**config.mk**
```make
export PLATFORM = sky130hd
export DESIGN_NAME = pcpom_mux
export DESIGN_NICKNAME = d
export VERILOG_FILES = /design/src/core/pcpom_pkg.sv /design/src/core/pcpom_mux.sv
export SDC_FILE = /design/constraint.sdc
export NUM_CORES = 1
export LEC_CHECK = 0
export BUFFER_PORTS_ARGS = -buffer_cell sky130_fd_sc_hd__clkbuf_2
export CORE_ASPECT_RATIO = 1.25
export CORE_UTILIZATION = 45
export DETAILED_ROUTE_END_ITERATION = 12
export PLACE_DENSITY = 0.71
export SYNTH_ARGS = -nofsm -noshare
export SYNTH_HDL_FRONTEND = slang
export SYNTH_SLANG_ARGS = --single-unit
```
**constraint.sdc**
```tcl
create_clock -name clock_i -period 2.06 [get_ports clock_i]
set_input_delay 0.103 -clock clock_i [delete_from_list [all_inputs] [get_ports clock_i]]
set_output_delay 0.103 -clock clock_i [all_outputs]
set_load 0.02 [all_outputs]
```
**src/core/pcpom_pkg.sv**
```systemverilog
// package for the port c upper pin override mux
// assumes a single core clock domain and a plain register port
package pcpom_pkg;

  // ---------------------------------------------------------------
  // register map (indices on the plain register port)
  // ---------------------------------------------------------------
  localparam logic [1:0] PCPOM_ADDR_PIN_LEVEL = 2'h0;
  localparam logic [1:0] PCPOM_ADDR_LATCH     = 2'h1;
  localparam logic [1:0] PCPOM_ADDR_DIRECTION = 2'h2;
  localparam logic [1:0] PCPOM_ADDR_PERIPH    = 2'h3;

  // ---------------------------------------------------------------
  // reset values
  // ---------------------------------------------------------------
  localparam logic [7:0] PCPOM_DIR_RESET    = 8'hff;
  localparam logic [7:0] PCPOM_LATCH_RESET  = 8'h00;
  localparam logic [7:0] PCPOM_PERIPH_RESET = 8'h00;
  localparam logic [7:0] PCPOM_ZERO         = 8'h00;

  // ---------------------------------------------------------------
  // peripheral enable register fields
  // ---------------------------------------------------------------
  localparam int PCPOM_EN_I2C    = 0;
  localparam int PCPOM_EN_SPI    = 1;
  localparam int PCPOM_EN_ASYNC  = 2;
  localparam int PCPOM_EN_SMAST  = 3;
  localparam int PCPOM_EN_SSLV   = 4;
  localparam int PCPOM_EN_SYNTX  = 5;
  localparam int PCPOM_EN_SMBUS  = 6;

  // ---------------------------------------------------------------
  // pin positions
  // ---------------------------------------------------------------
  localparam int PCPOM_BIT_ONE   = 1;
  localparam int PCPOM_BIT_THREE = 3;
  localparam int PCPOM_BIT_FOUR  = 4;
  localparam int PCPOM_BIT_FIVE  = 5;
  localparam int PCPOM_BIT_SIX   = 6;
  localparam int PCPOM_BIT_SEVEN = 7;

  // peripheral outputs toward the pins
  typedef struct packed {
    logic i2c_clk_out;
    logic i2c_clk_oe;
    logic i2c_data_out;
    logic i2c_data_oe;
    logic spi_data_out;
    logic capture_out;
    logic capture_oe;
    logic xcvr_tx_data;
    logic xcvr_sync_clk_out;
    logic xcvr_sync_data_out;
  } pcpom_periph_t;

  // pin levels and the smbus buffer setting delivered to peripherals
  typedef struct packed {
    logic i2c_clk_in;
    logic i2c_data_in;
    logic spi_data_in;
    logic capture_in;
    logic xcvr_rx_data;
    logic xcvr_sync_clk_in;
    logic xcvr_sync_data_in;
    logic smbus_levels;
  } pcpom_feed_t;

endpackage

```
**src/core/pcpom_mux.sv**
```systemverilog
// port c pin override mux: latch, direction, sampling and peripheral
// takeover of pins; assumes pins synchronous to clock_i and a plain
// register port with read data one cycle after the read strobe
//
// Summary of operation
// RQ1: direction 0 drives latch bit; direction 1 samples pin into port.
// RQ2: latch is read/write; reading it returns latch, not pin level.
// RQ3: i2c clock output overrides latch on bit three, direction 0.
// RQ4: bit three feeds i2c clock input; buffer type from smbus setting.
// RQ5: bit four feeds spi data input when direction is 1.
// RQ6: i2c data output drives bit four over port data.
// RQ7: bit four feeds i2c data input, buffer per module configuration.
// RQ8: spi data output drives bit five instead of latch.
// RQ9: async transmit drives bit six over port data.
// RQ10: sync master clock drives bit six over port data.
// RQ11: sync slave takes external clock from bit six.
// RQ12: async receive takes data from bit seven.
// RQ13: sync transmit drives bit seven over port data.
// RQ14: sync receive takes data from bit seven.
// RQ15: peripheral overrides ignore direction bit where marked don't-care.
// RQ16: capture pin on bit one when select set, else port b bit three.
// RQ17: direction 1 tri-states driver; 0 drives latch contents.
// RQ18: after reset every pin is an input.
// RQ19: direction reads return stored bits despite overrides.
// RQ20: port reads return sampled pin levels however driven.
// RQ21: mux picks enable and data from claiming peripheral, else latch.
`timescale 1ns/1ps

module pcpom_mux (
  input  wire logic                    clock_i,
  input  wire logic                    sys_rst_i,
  input  wire logic [1:0]              addr_i,
  input  wire logic [7:0]              wdata_i,
  input  wire logic                    wr_i,
  input  wire logic                    rd_i,
  output logic      [7:0]              rdata_o,
  input  wire logic                    capture_unit_pin_select_i,
  input  wire pcpom_pkg::pcpom_periph_t periph_i,
  output pcpom_pkg::pcpom_feed_t       feed_o,
  input  wire logic [7:0]              pin_i,
  output logic      [7:0]              pin_o,
  output logic      [7:0]              pin_oe_o,
  input  wire logic                    port_b_bit_three_i,
  output logic                         port_b_bit_three_o,
  output logic                         port_b_bit_three_oe_o
);
  import pcpom_pkg::*;

  // -----------------------------------------------------------------
  // register state
  // -----------------------------------------------------------------
  logic [7:0]    latch_reg,  latch_next;
  logic [7:0]    dir_reg,    dir_next;
  logic [7:0]    periph_reg, periph_next;
  logic [7:0]    sample_reg, sample_next;
  logic [7:0]    rdata_reg,  rdata_next;
  logic [7:0]    pin_reg,    pin_next;
  logic [7:0]    oe_reg,     oe_next;
  logic          pb3_reg,    pb3_next;
  logic          pb3_oe_reg, pb3_oe_next;
  pcpom_feed_t   feed_reg,   feed_next;

  // one pin: peripheral claim wins, else direction and latch
  function automatic logic [1:0] pick(input logic claim,
                                      input logic pdata,
                                      input logic dir,
                                      input logic lat);
    if (claim) begin
      pick = {1'b1, pdata};                 // [RQ21] [RQ15]
    end else begin
      pick = {~dir, lat};                   // [RQ1] [RQ17]
    end
  endfunction

  // -----------------------------------------------------------------
  // register file
  // -----------------------------------------------------------------
  always_comb begin
    latch_next  = latch_reg;
    dir_next    = dir_reg;
    periph_next = periph_reg;
    rdata_next  = rdata_reg;
    sample_next = pin_i;                    // [RQ20]
    if (wr_i) begin
      case (addr_i)
        PCPOM_ADDR_PIN_LEVEL: latch_next  = wdata_i;  // writes go to latch
        PCPOM_ADDR_LATCH:     latch_next  = wdata_i;  // [RQ2]
        PCPOM_ADDR_DIRECTION: dir_next    = wdata_i;
        PCPOM_ADDR_PERIPH:    periph_next = wdata_i;
        default:              latch_next  = latch_reg;
      endcase
    end
    if (rd_i) begin
      case (addr_i)
        PCPOM_ADDR_PIN_LEVEL: rdata_next = sample_reg;  // [RQ1] [RQ20]
        PCPOM_ADDR_LATCH:     rdata_next = latch_reg;   // [RQ2]
        PCPOM_ADDR_DIRECTION: rdata_next = dir_reg;     // [RQ19]
        PCPOM_ADDR_PERIPH:    rdata_next = periph_reg;
        default:              rdata_next = PCPOM_ZERO;
      endcase
    end else begin
      rdata_next = PCPOM_ZERO;              // data stands one cycle only
    end
  end

  // -----------------------------------------------------------------
  // override mux
  // -----------------------------------------------------------------
  always_comb begin
    logic [1:0] r;
    logic       cap_here;
    logic       sync_mode;
    r         = 2'h0;
    sync_mode = periph_reg[PCPOM_EN_SMAST] | periph_reg[PCPOM_EN_SSLV];
    cap_here  = capture_unit_pin_select_i;  // [RQ16]
    for (int i = 0; i < 8; i++) begin
      r = pick(1'b0, 1'b0, dir_reg[i], latch_reg[i]);
      pin_next[i] = r[0];
      oe_next[i]  = r[1];
    end
    // bit one: capture unit output when placed here
    r = pick(cap_here & periph_i.capture_oe, periph_i.capture_out,
             dir_reg[PCPOM_BIT_ONE], latch_reg[PCPOM_BIT_ONE]);
    pin_next[PCPOM_BIT_ONE] = r[0];
    oe_next[PCPOM_BIT_ONE]  = r[1];
    // bit three: i2c clock, i2c_clk_out driven high or low when i2c is enabled and i2c_clk_oe is set
    r = pick(periph_reg[PCPOM_EN_I2C] & periph_i.i2c_clk_oe,
             periph_i.i2c_clk_out,
             dir_reg[PCPOM_BIT_THREE], latch_reg[PCPOM_BIT_THREE]); // [RQ3]
    pin_next[PCPOM_BIT_THREE] = r[0];
    oe_next[PCPOM_BIT_THREE]  = r[1];
    // bit four: i2c data output over port data
    r = pick(periph_reg[PCPOM_EN_I2C] & periph_i.i2c_data_oe,
             periph_i.i2c_data_out,
             dir_reg[PCPOM_BIT_FOUR], latch_reg[PCPOM_BIT_FOUR]); // [RQ6]
    pin_next[PCPOM_BIT_FOUR] = r[0];
    oe_next[PCPOM_BIT_FOUR]  = r[1];
    // bit five: spi data out replaces latch, needs direction 0
    r = pick(periph_reg[PCPOM_EN_SPI] & ~dir_reg[PCPOM_BIT_FIVE],
             periph_i.spi_data_out,
             dir_reg[PCPOM_BIT_FIVE], latch_reg[PCPOM_BIT_FIVE]); // [RQ8]
    pin_next[PCPOM_BIT_FIVE] = r[0];
    oe_next[PCPOM_BIT_FIVE]  = r[1];
    // bit six: transmit data or master clock; slave leaves it input
    if (periph_reg[PCPOM_EN_ASYNC]) begin
      r = pick(1'b1, periph_i.xcvr_tx_data, 1'b1, 1'b0);      // [RQ9]
    end else if (periph_reg[PCPOM_EN_SMAST]) begin
      r = pick(1'b1, periph_i.xcvr_sync_clk_out, 1'b1, 1'b0); // [RQ10]
    end else if (periph_reg[PCPOM_EN_SSLV]) begin
      r = 2'h0;                                              // [RQ11]
    end else begin
      r = pick(1'b0, 1'b0, dir_reg[PCPOM_BIT_SIX],
               latch_reg[PCPOM_BIT_SIX]);
    end
    pin_next[PCPOM_BIT_SIX] = r[0];
    oe_next[PCPOM_BIT_SIX]  = r[1];
    // bit seven: sync transmit drives; receive leaves it to direction
    r = pick(sync_mode & periph_reg[PCPOM_EN_SYNTX],
             periph_i.xcvr_sync_data_out,
             dir_reg[PCPOM_BIT_SEVEN], latch_reg[PCPOM_BIT_SEVEN]); // [RQ13]
    pin_next[PCPOM_BIT_SEVEN] = r[0];
    oe_next[PCPOM_BIT_SEVEN]  = r[1];
    // alternate capture placement on port b bit three
    pb3_next    = periph_i.capture_out;                     // [RQ16]
    pb3_oe_next = ~cap_here & periph_i.capture_oe;
    // input feeds; smbus flag selects the buffer thresholds
    feed_next.i2c_clk_in        = pin_i[PCPOM_BIT_THREE];   // [RQ4]
    feed_next.i2c_data_in       = pin_i[PCPOM_BIT_FOUR];    // [RQ7]
    feed_next.spi_data_in       = pin_i[PCPOM_BIT_FOUR];    // [RQ5]
    feed_next.capture_in        = cap_here ? pin_i[PCPOM_BIT_ONE]
                                           : port_b_bit_three_i;
    feed_next.xcvr_rx_data      = pin_i[PCPOM_BIT_SEVEN];   // [RQ12]
    feed_next.xcvr_sync_clk_in  = pin_i[PCPOM_BIT_SIX];     // [RQ11]
    feed_next.xcvr_sync_data_in = pin_i[PCPOM_BIT_SEVEN];   // [RQ14]
    feed_next.smbus_levels      = periph_reg[PCPOM_EN_SMBUS]; // [RQ4] [RQ7]
  end

  // -----------------------------------------------------------------
  // registers
  // -----------------------------------------------------------------
  always_ff @(posedge clock_i or posedge sys_rst_i) begin
    if (sys_rst_i) begin
      latch_reg  <= PCPOM_LATCH_RESET;
      dir_reg    <= PCPOM_DIR_RESET;        // [RQ18]
      periph_reg <= PCPOM_PERIPH_RESET;
      sample_reg <= PCPOM_ZERO;
      rdata_reg  <= PCPOM_ZERO;
      pin_reg    <= PCPOM_ZERO;
      oe_reg     <= PCPOM_ZERO;             // [RQ18]
      pb3_reg    <= 1'b0;
      pb3_oe_reg <= 1'b0;
      feed_reg   <= '0;
    end else begin
      latch_reg  <= latch_next;
      dir_reg    <= dir_next;
      periph_reg <= periph_next;
      sample_reg <= sample_next;
      rdata_reg  <= rdata_next;
      pin_reg    <= pin_next;
      oe_reg     <= oe_next;
      pb3_reg    <= pb3_next;
      pb3_oe_reg <= pb3_oe_next;
      feed_reg   <= feed_next;
    end
  end

  assign rdata_o               = rdata_reg;
  assign pin_o                 = pin_reg;
  assign pin_oe_o              = oe_reg;
  assign port_b_bit_three_o    = pb3_reg;
  assign port_b_bit_three_oe_o = pb3_oe_reg;
  assign feed_o                = feed_reg;

endmodule

```
; After elaboration in Yosys (flattened, before gate mapping)
; Cells that the tools add are included.
[word_totals]
regBits = 64
wordCells = 50
[op_classes]
n_eq_ne = 3
mux = 11
bitwise_logic = 16
n_reduce_logical = 5
[op_table]
columns = op, n
row1 = 8-bit case mux with 4 select lines, 1
row2 = 2-bit two-way mux, 8
row3 = 1-bit NOT, 9
row4 = 8-bit two-way mux, 1
row5 = 1-bit bitwise AND, 6
row6 = 2-bit AND reduction, 3
row7 = "2-bit equality test, second input constant", 2
row8 = "2-bit by 1-bit equality test with 1-bit output, second input constant", 1
row9 = 2-bit zero test, 1
row10 = 2-bit OR reduction, 1
row11 = 1-bit two-way mux, 1
row12 = 1-bit bitwise OR, 1

; Logic depth before layout (Yosys ltp)
[logic_depth]
depth_word = 4
ltp_mapped = 4
depth_no_buf = 2

; Worst setup path before layout
; OpenSTA, ideal clock, no wires.
[synth_timing]
path_kind = register to register
from = register periph_reg[3]
to = register pin_reg[7] (netlist: pin_o[7])
t_arrival_ns = 0.962
required_time_ns = 1.935
path_slack_ns = 0.974
stages_incl_launch_ff = 3
n_path_buf = 0
path_cell_list = dfrtp_1 > o21ai_0 > mux2_2
[synth_between]
elab_chain_cells = 3
[synth_rtl]
columns = item, line
row1 = start: declaration, pcpom_mux.sv:54  ; logic [7:0] periph_reg, periph_next;
row2 = start signal: assignment, pcpom_mux.sv:196  ; periph_reg <= periph_next;
row3 = 1-bit bitwise OR, pcpom_mux.sv:114  ; sync_mode = periph_reg[PCPOM_EN_SMAST] | periph_reg[PCPOM_EN_SSLV];
row4 = 1-bit bitwise AND, pcpom_mux.sv:158  ; r = pick(sync_mode & periph_reg[PCPOM_EN_SYNTX],
row5 = 2-bit two-way mux, pcpom_mux.sv:68  ; if (claim) begin
row6 = net pin_next[7], pcpom_mux.sv:57  ; logic [7:0] pin_reg, pin_next;
row7 = end signal: assignment, pcpom_mux.sv:199  ; pin_reg <= pin_next;
row8 = end: declaration, pcpom_mux.sv:57
; The timed path passes the listed nets, and every way through them passes these cells.
; A chain may end at the register's enable or synchronous reset.

; Worst setup path after layout
; Ends and elaborated chain as after synthesis.

==> results.md <==
- Deepest clock path buffer count: 2
- Period utilization: 0.577
- Synth Area per Inst: 15.3 um^2
- Post-CTS Setup Bufs: 0
- Post-synth top area share: 0.570
- Critical path depth in cells: 2
- Vias in the first global route: 1506
- Drt total wl: 4530 um
- FFs w/ async S/R, synth: 1.00
- Required time of the worst setup path: 2.28 ns
- Sw Pwr: 820 uW
- Logic pwr share: 0.162
- Area of the multi-input gates: 672 um^2
- Synth Area in Simple Gates: 0.0455
- Flop pwr share: 0.461
- Slew margin rel.: 0.511
- Placer Congestion: 0.757
- Initial antenna violation count: 0
- DRC viols: 0
- Critical path class: flip-flop to flip-flop
- Sequential area share after synthesis: 0.662
- Layout cells sized above 1: 0.534
- CP startpoint kind: flip-flop
- Switching share of power: 0.255
- Root Buffer: clkbuf_8
- Row cnt: 28
- Post-Syn Area: 2280 um^2
- Top cell type by total area after synthesis: dfrtp_1
- Largest net degree at the start of global routing: 61
- Clock skew: 0.00676 ns
- Synthesized net count: 183
- Vias: 1478
- Clock group share of total power: 0.377
- Setup violators final: 0
- Clk pin slew, worst setup/hold paths: 0.07 ns
- # resized after CTS: 0
- Static Leak: 0.00148 uW
- CTS tree: done
- Crit path largest cell delay: 0.43 ns
- Largest family of logic cells by synthesized area: multiplexers
- I/O pin total: 68
- Max Fclk: 841 MHz
- Area growth, synth to finish: 31.4%
- Max-cap viol count: 0
- Crit-path slowest cell: dfrtp_1
- Final #Nets: 267
- Fillers: 369
- Main area contributors after synthesis: dfrtp_1 57%, mux2_2 15%, dfstp_2 9.2%
- Drt first pass iters: 6
- Internal power: 2390 uW
- Cell variety after synth: 18
- Xor/xnor cell area share of the yosys netlist: 0
- Hold Fails Final Rpt: 0
- Starting Density: 0.475
- Ys flop type: dfrtp_1
- CP top delay family: flip-flops
- Top-count cell post-synth: dfrtp_1
- TritonCTS buffer count: 9
- Gr ovfl total: 0
- Horiz. Die Dim: 65.7 um
- Register area: 1510 um^2
- Number of flops mapped to enable cells by yosys: 0
- Port buffer count: 67
- Worst EP arrival: 1.40 ns
- Inserted Diodes: 0
- GR Util All Layers: 0.188
- Maximum vdd ir drop: 0.644 mV
- R2r worst-path depth: 2
- Avg WL per Cell: 15.2 um
- Pwr dens: 1070 nW/um^2
- Die Footprint: 5360 um^2
- Hold Path Class: input pin to flip-flop
- Cells after Synth: 149
- CP bufs+invs: 0
- Synth cell count leaders: 52 x dfrtp_1, 30 x mux2_2, 16 x mux2i_1
- Initial drt markers: 62
- Worst-path maximum fanout: 6
- Worst-path cell chain: o21ai_0 > mux2_2
- CP endpoint kind: flip-flop
- Antenna-violating nets left: 0
- Post-DP HPWL: 2940 um
- Hold Path Cell Cnt: 3
- Global-route wire length before repair: 7070 um
- Non-filler cells, final: 298
- Slew @ Worst Pin: 0.734 ns
- Post-Place Cells: 268
- Final slew viol count: 0
- Outcome: finished, final reports clean
- Multiplexer share of the synthesized area: 0.218
- Clk Latency, worst-skew pair: 0.33 ns
- Synthesis-stage register bit count: 60
- Area share of fa/ha/maj cells after synthesis: 0
- Post-route setup TNS: 0 ns
- Complex-gate fraction of the synthesized area: 0.0307
- Ys Warns: 0
- H-tree depth: 3
- CTS Sinks: 60
- Core ar.: 4800 um^2
- Die height: 81.6 um
- RSZ-0062 raised after global routing: false
- Via/cell ratio: 4.96
- Tmin final: 1.19 ns
cell usage in the layout, fill, tap and decap left out, types with 3 or more instances in the layout:
| cell | n |
|---|---|
| dfrtp_1 | 52 |
| mux2i_1 | 16 |
| o22ai_1 | 8 |
| nor2b_1 | 3 |
| mux2_2 | 30 |
| clkbuf_2 | 67 |
| nand2_1 | 8 |
| dfstp_2 | 8 |
| inv_1 | 3 |
| dlygate4sd3_1 | 14 |
| clkbuf_8 | 12 |
power by group through the flow:
stage | clock network [uW] | registers, uW | logic (uW)
after floorplan | 0 | 1580 | 239
after global placement | 0 | 1500 | 493
after detailed placement | 0 | 1500 | 500
after CTS | 1230 | 1480 | 523
after global routing | 1300 | 1500 | 567
final | 1210 | 1480 | 521
per-layer routing:
| metal | up-vias | track usage | wire (um) |
|---|---|---|---|
| met2 | 47 | 0.336 | 2530 |
| met3 | 4 | 0.0556 | 212 |
| met5 | - | 0 | 0 |
| met4 | 0 | 0.107 | 38 |
| met1 | 739 | 0.195 | 1750 |
| li1 | 688 | - | - |
timing repair:
item / CTS / global route
setup endpoints to repair: 0 / 0
endpoints found under the hold margin: 65 / 0
hold buffers: 14 / 0
per-stage QoR:
step	power, uW	area (um^2)	setup WS, ns	hold WS, ns	utilization
finish	3210	3000	0.871	0.0147	0.625
global route	3360	3000	0.773	0.00543	0.625
CTS	3240	3000	0.892	0.00367	0.625
detailed placement	2000	2620	0.901	0.213	0.547
global placement	1990	2620	0.933	0.212	0.547
floorplan	1820	2280	0.486	0.134	-
worst paths after layout:
path | endpoint | slack [ns] | start
min reg2reg | feed_o[0]$_DFF_PP0_ | 0.42 | periph_reg[6]$_DFFE_PP0P_
max reg2reg | pin_o[7]$_DFF_PP0_ | 0.87 | periph_reg[3]$_DFFE_PP0P_
min | pin_oe_o[4]$_DFF_PP0_ | 0.01 | periph_i[6]
min in group asynchronous | sample_reg[0]$_DFF_PP0_ | 0.54 | sys_rst_i
max in group asynchronous | feed_o[4]$_DFF_PP0_ | 1.05 | sys_rst_i
max | pin_o[7]$_DFF_PP0_ | 0.87 | periph_reg[3]$_DFFE_PP0P_
cell families after synthesis:
| group | after synthesis |
|---|---|
| buffers and inverters | 14 |
| DFF | 60 |
| and+or+nand+nor | 17 |
| muxes | 46 |
| AOI/OAI and AO/OA | 12 |
worst register-to-register path, stage by stage, from the launching register on:
cell and delay, ns:
dfrtp_1 0.43, o21ai_0 0.27, mux2_2 0.37
layout make-up:
class,count,share of cell area
multi-input combinational,75,0.224
timing repair buffer,83,0.164
tap,60,0.0250
sequential,60,0.504
clock inverter,4,0.0234
inverter,4,0.00501
clock buffer,12,0.0551
Power figures use the tool's default switching activity.
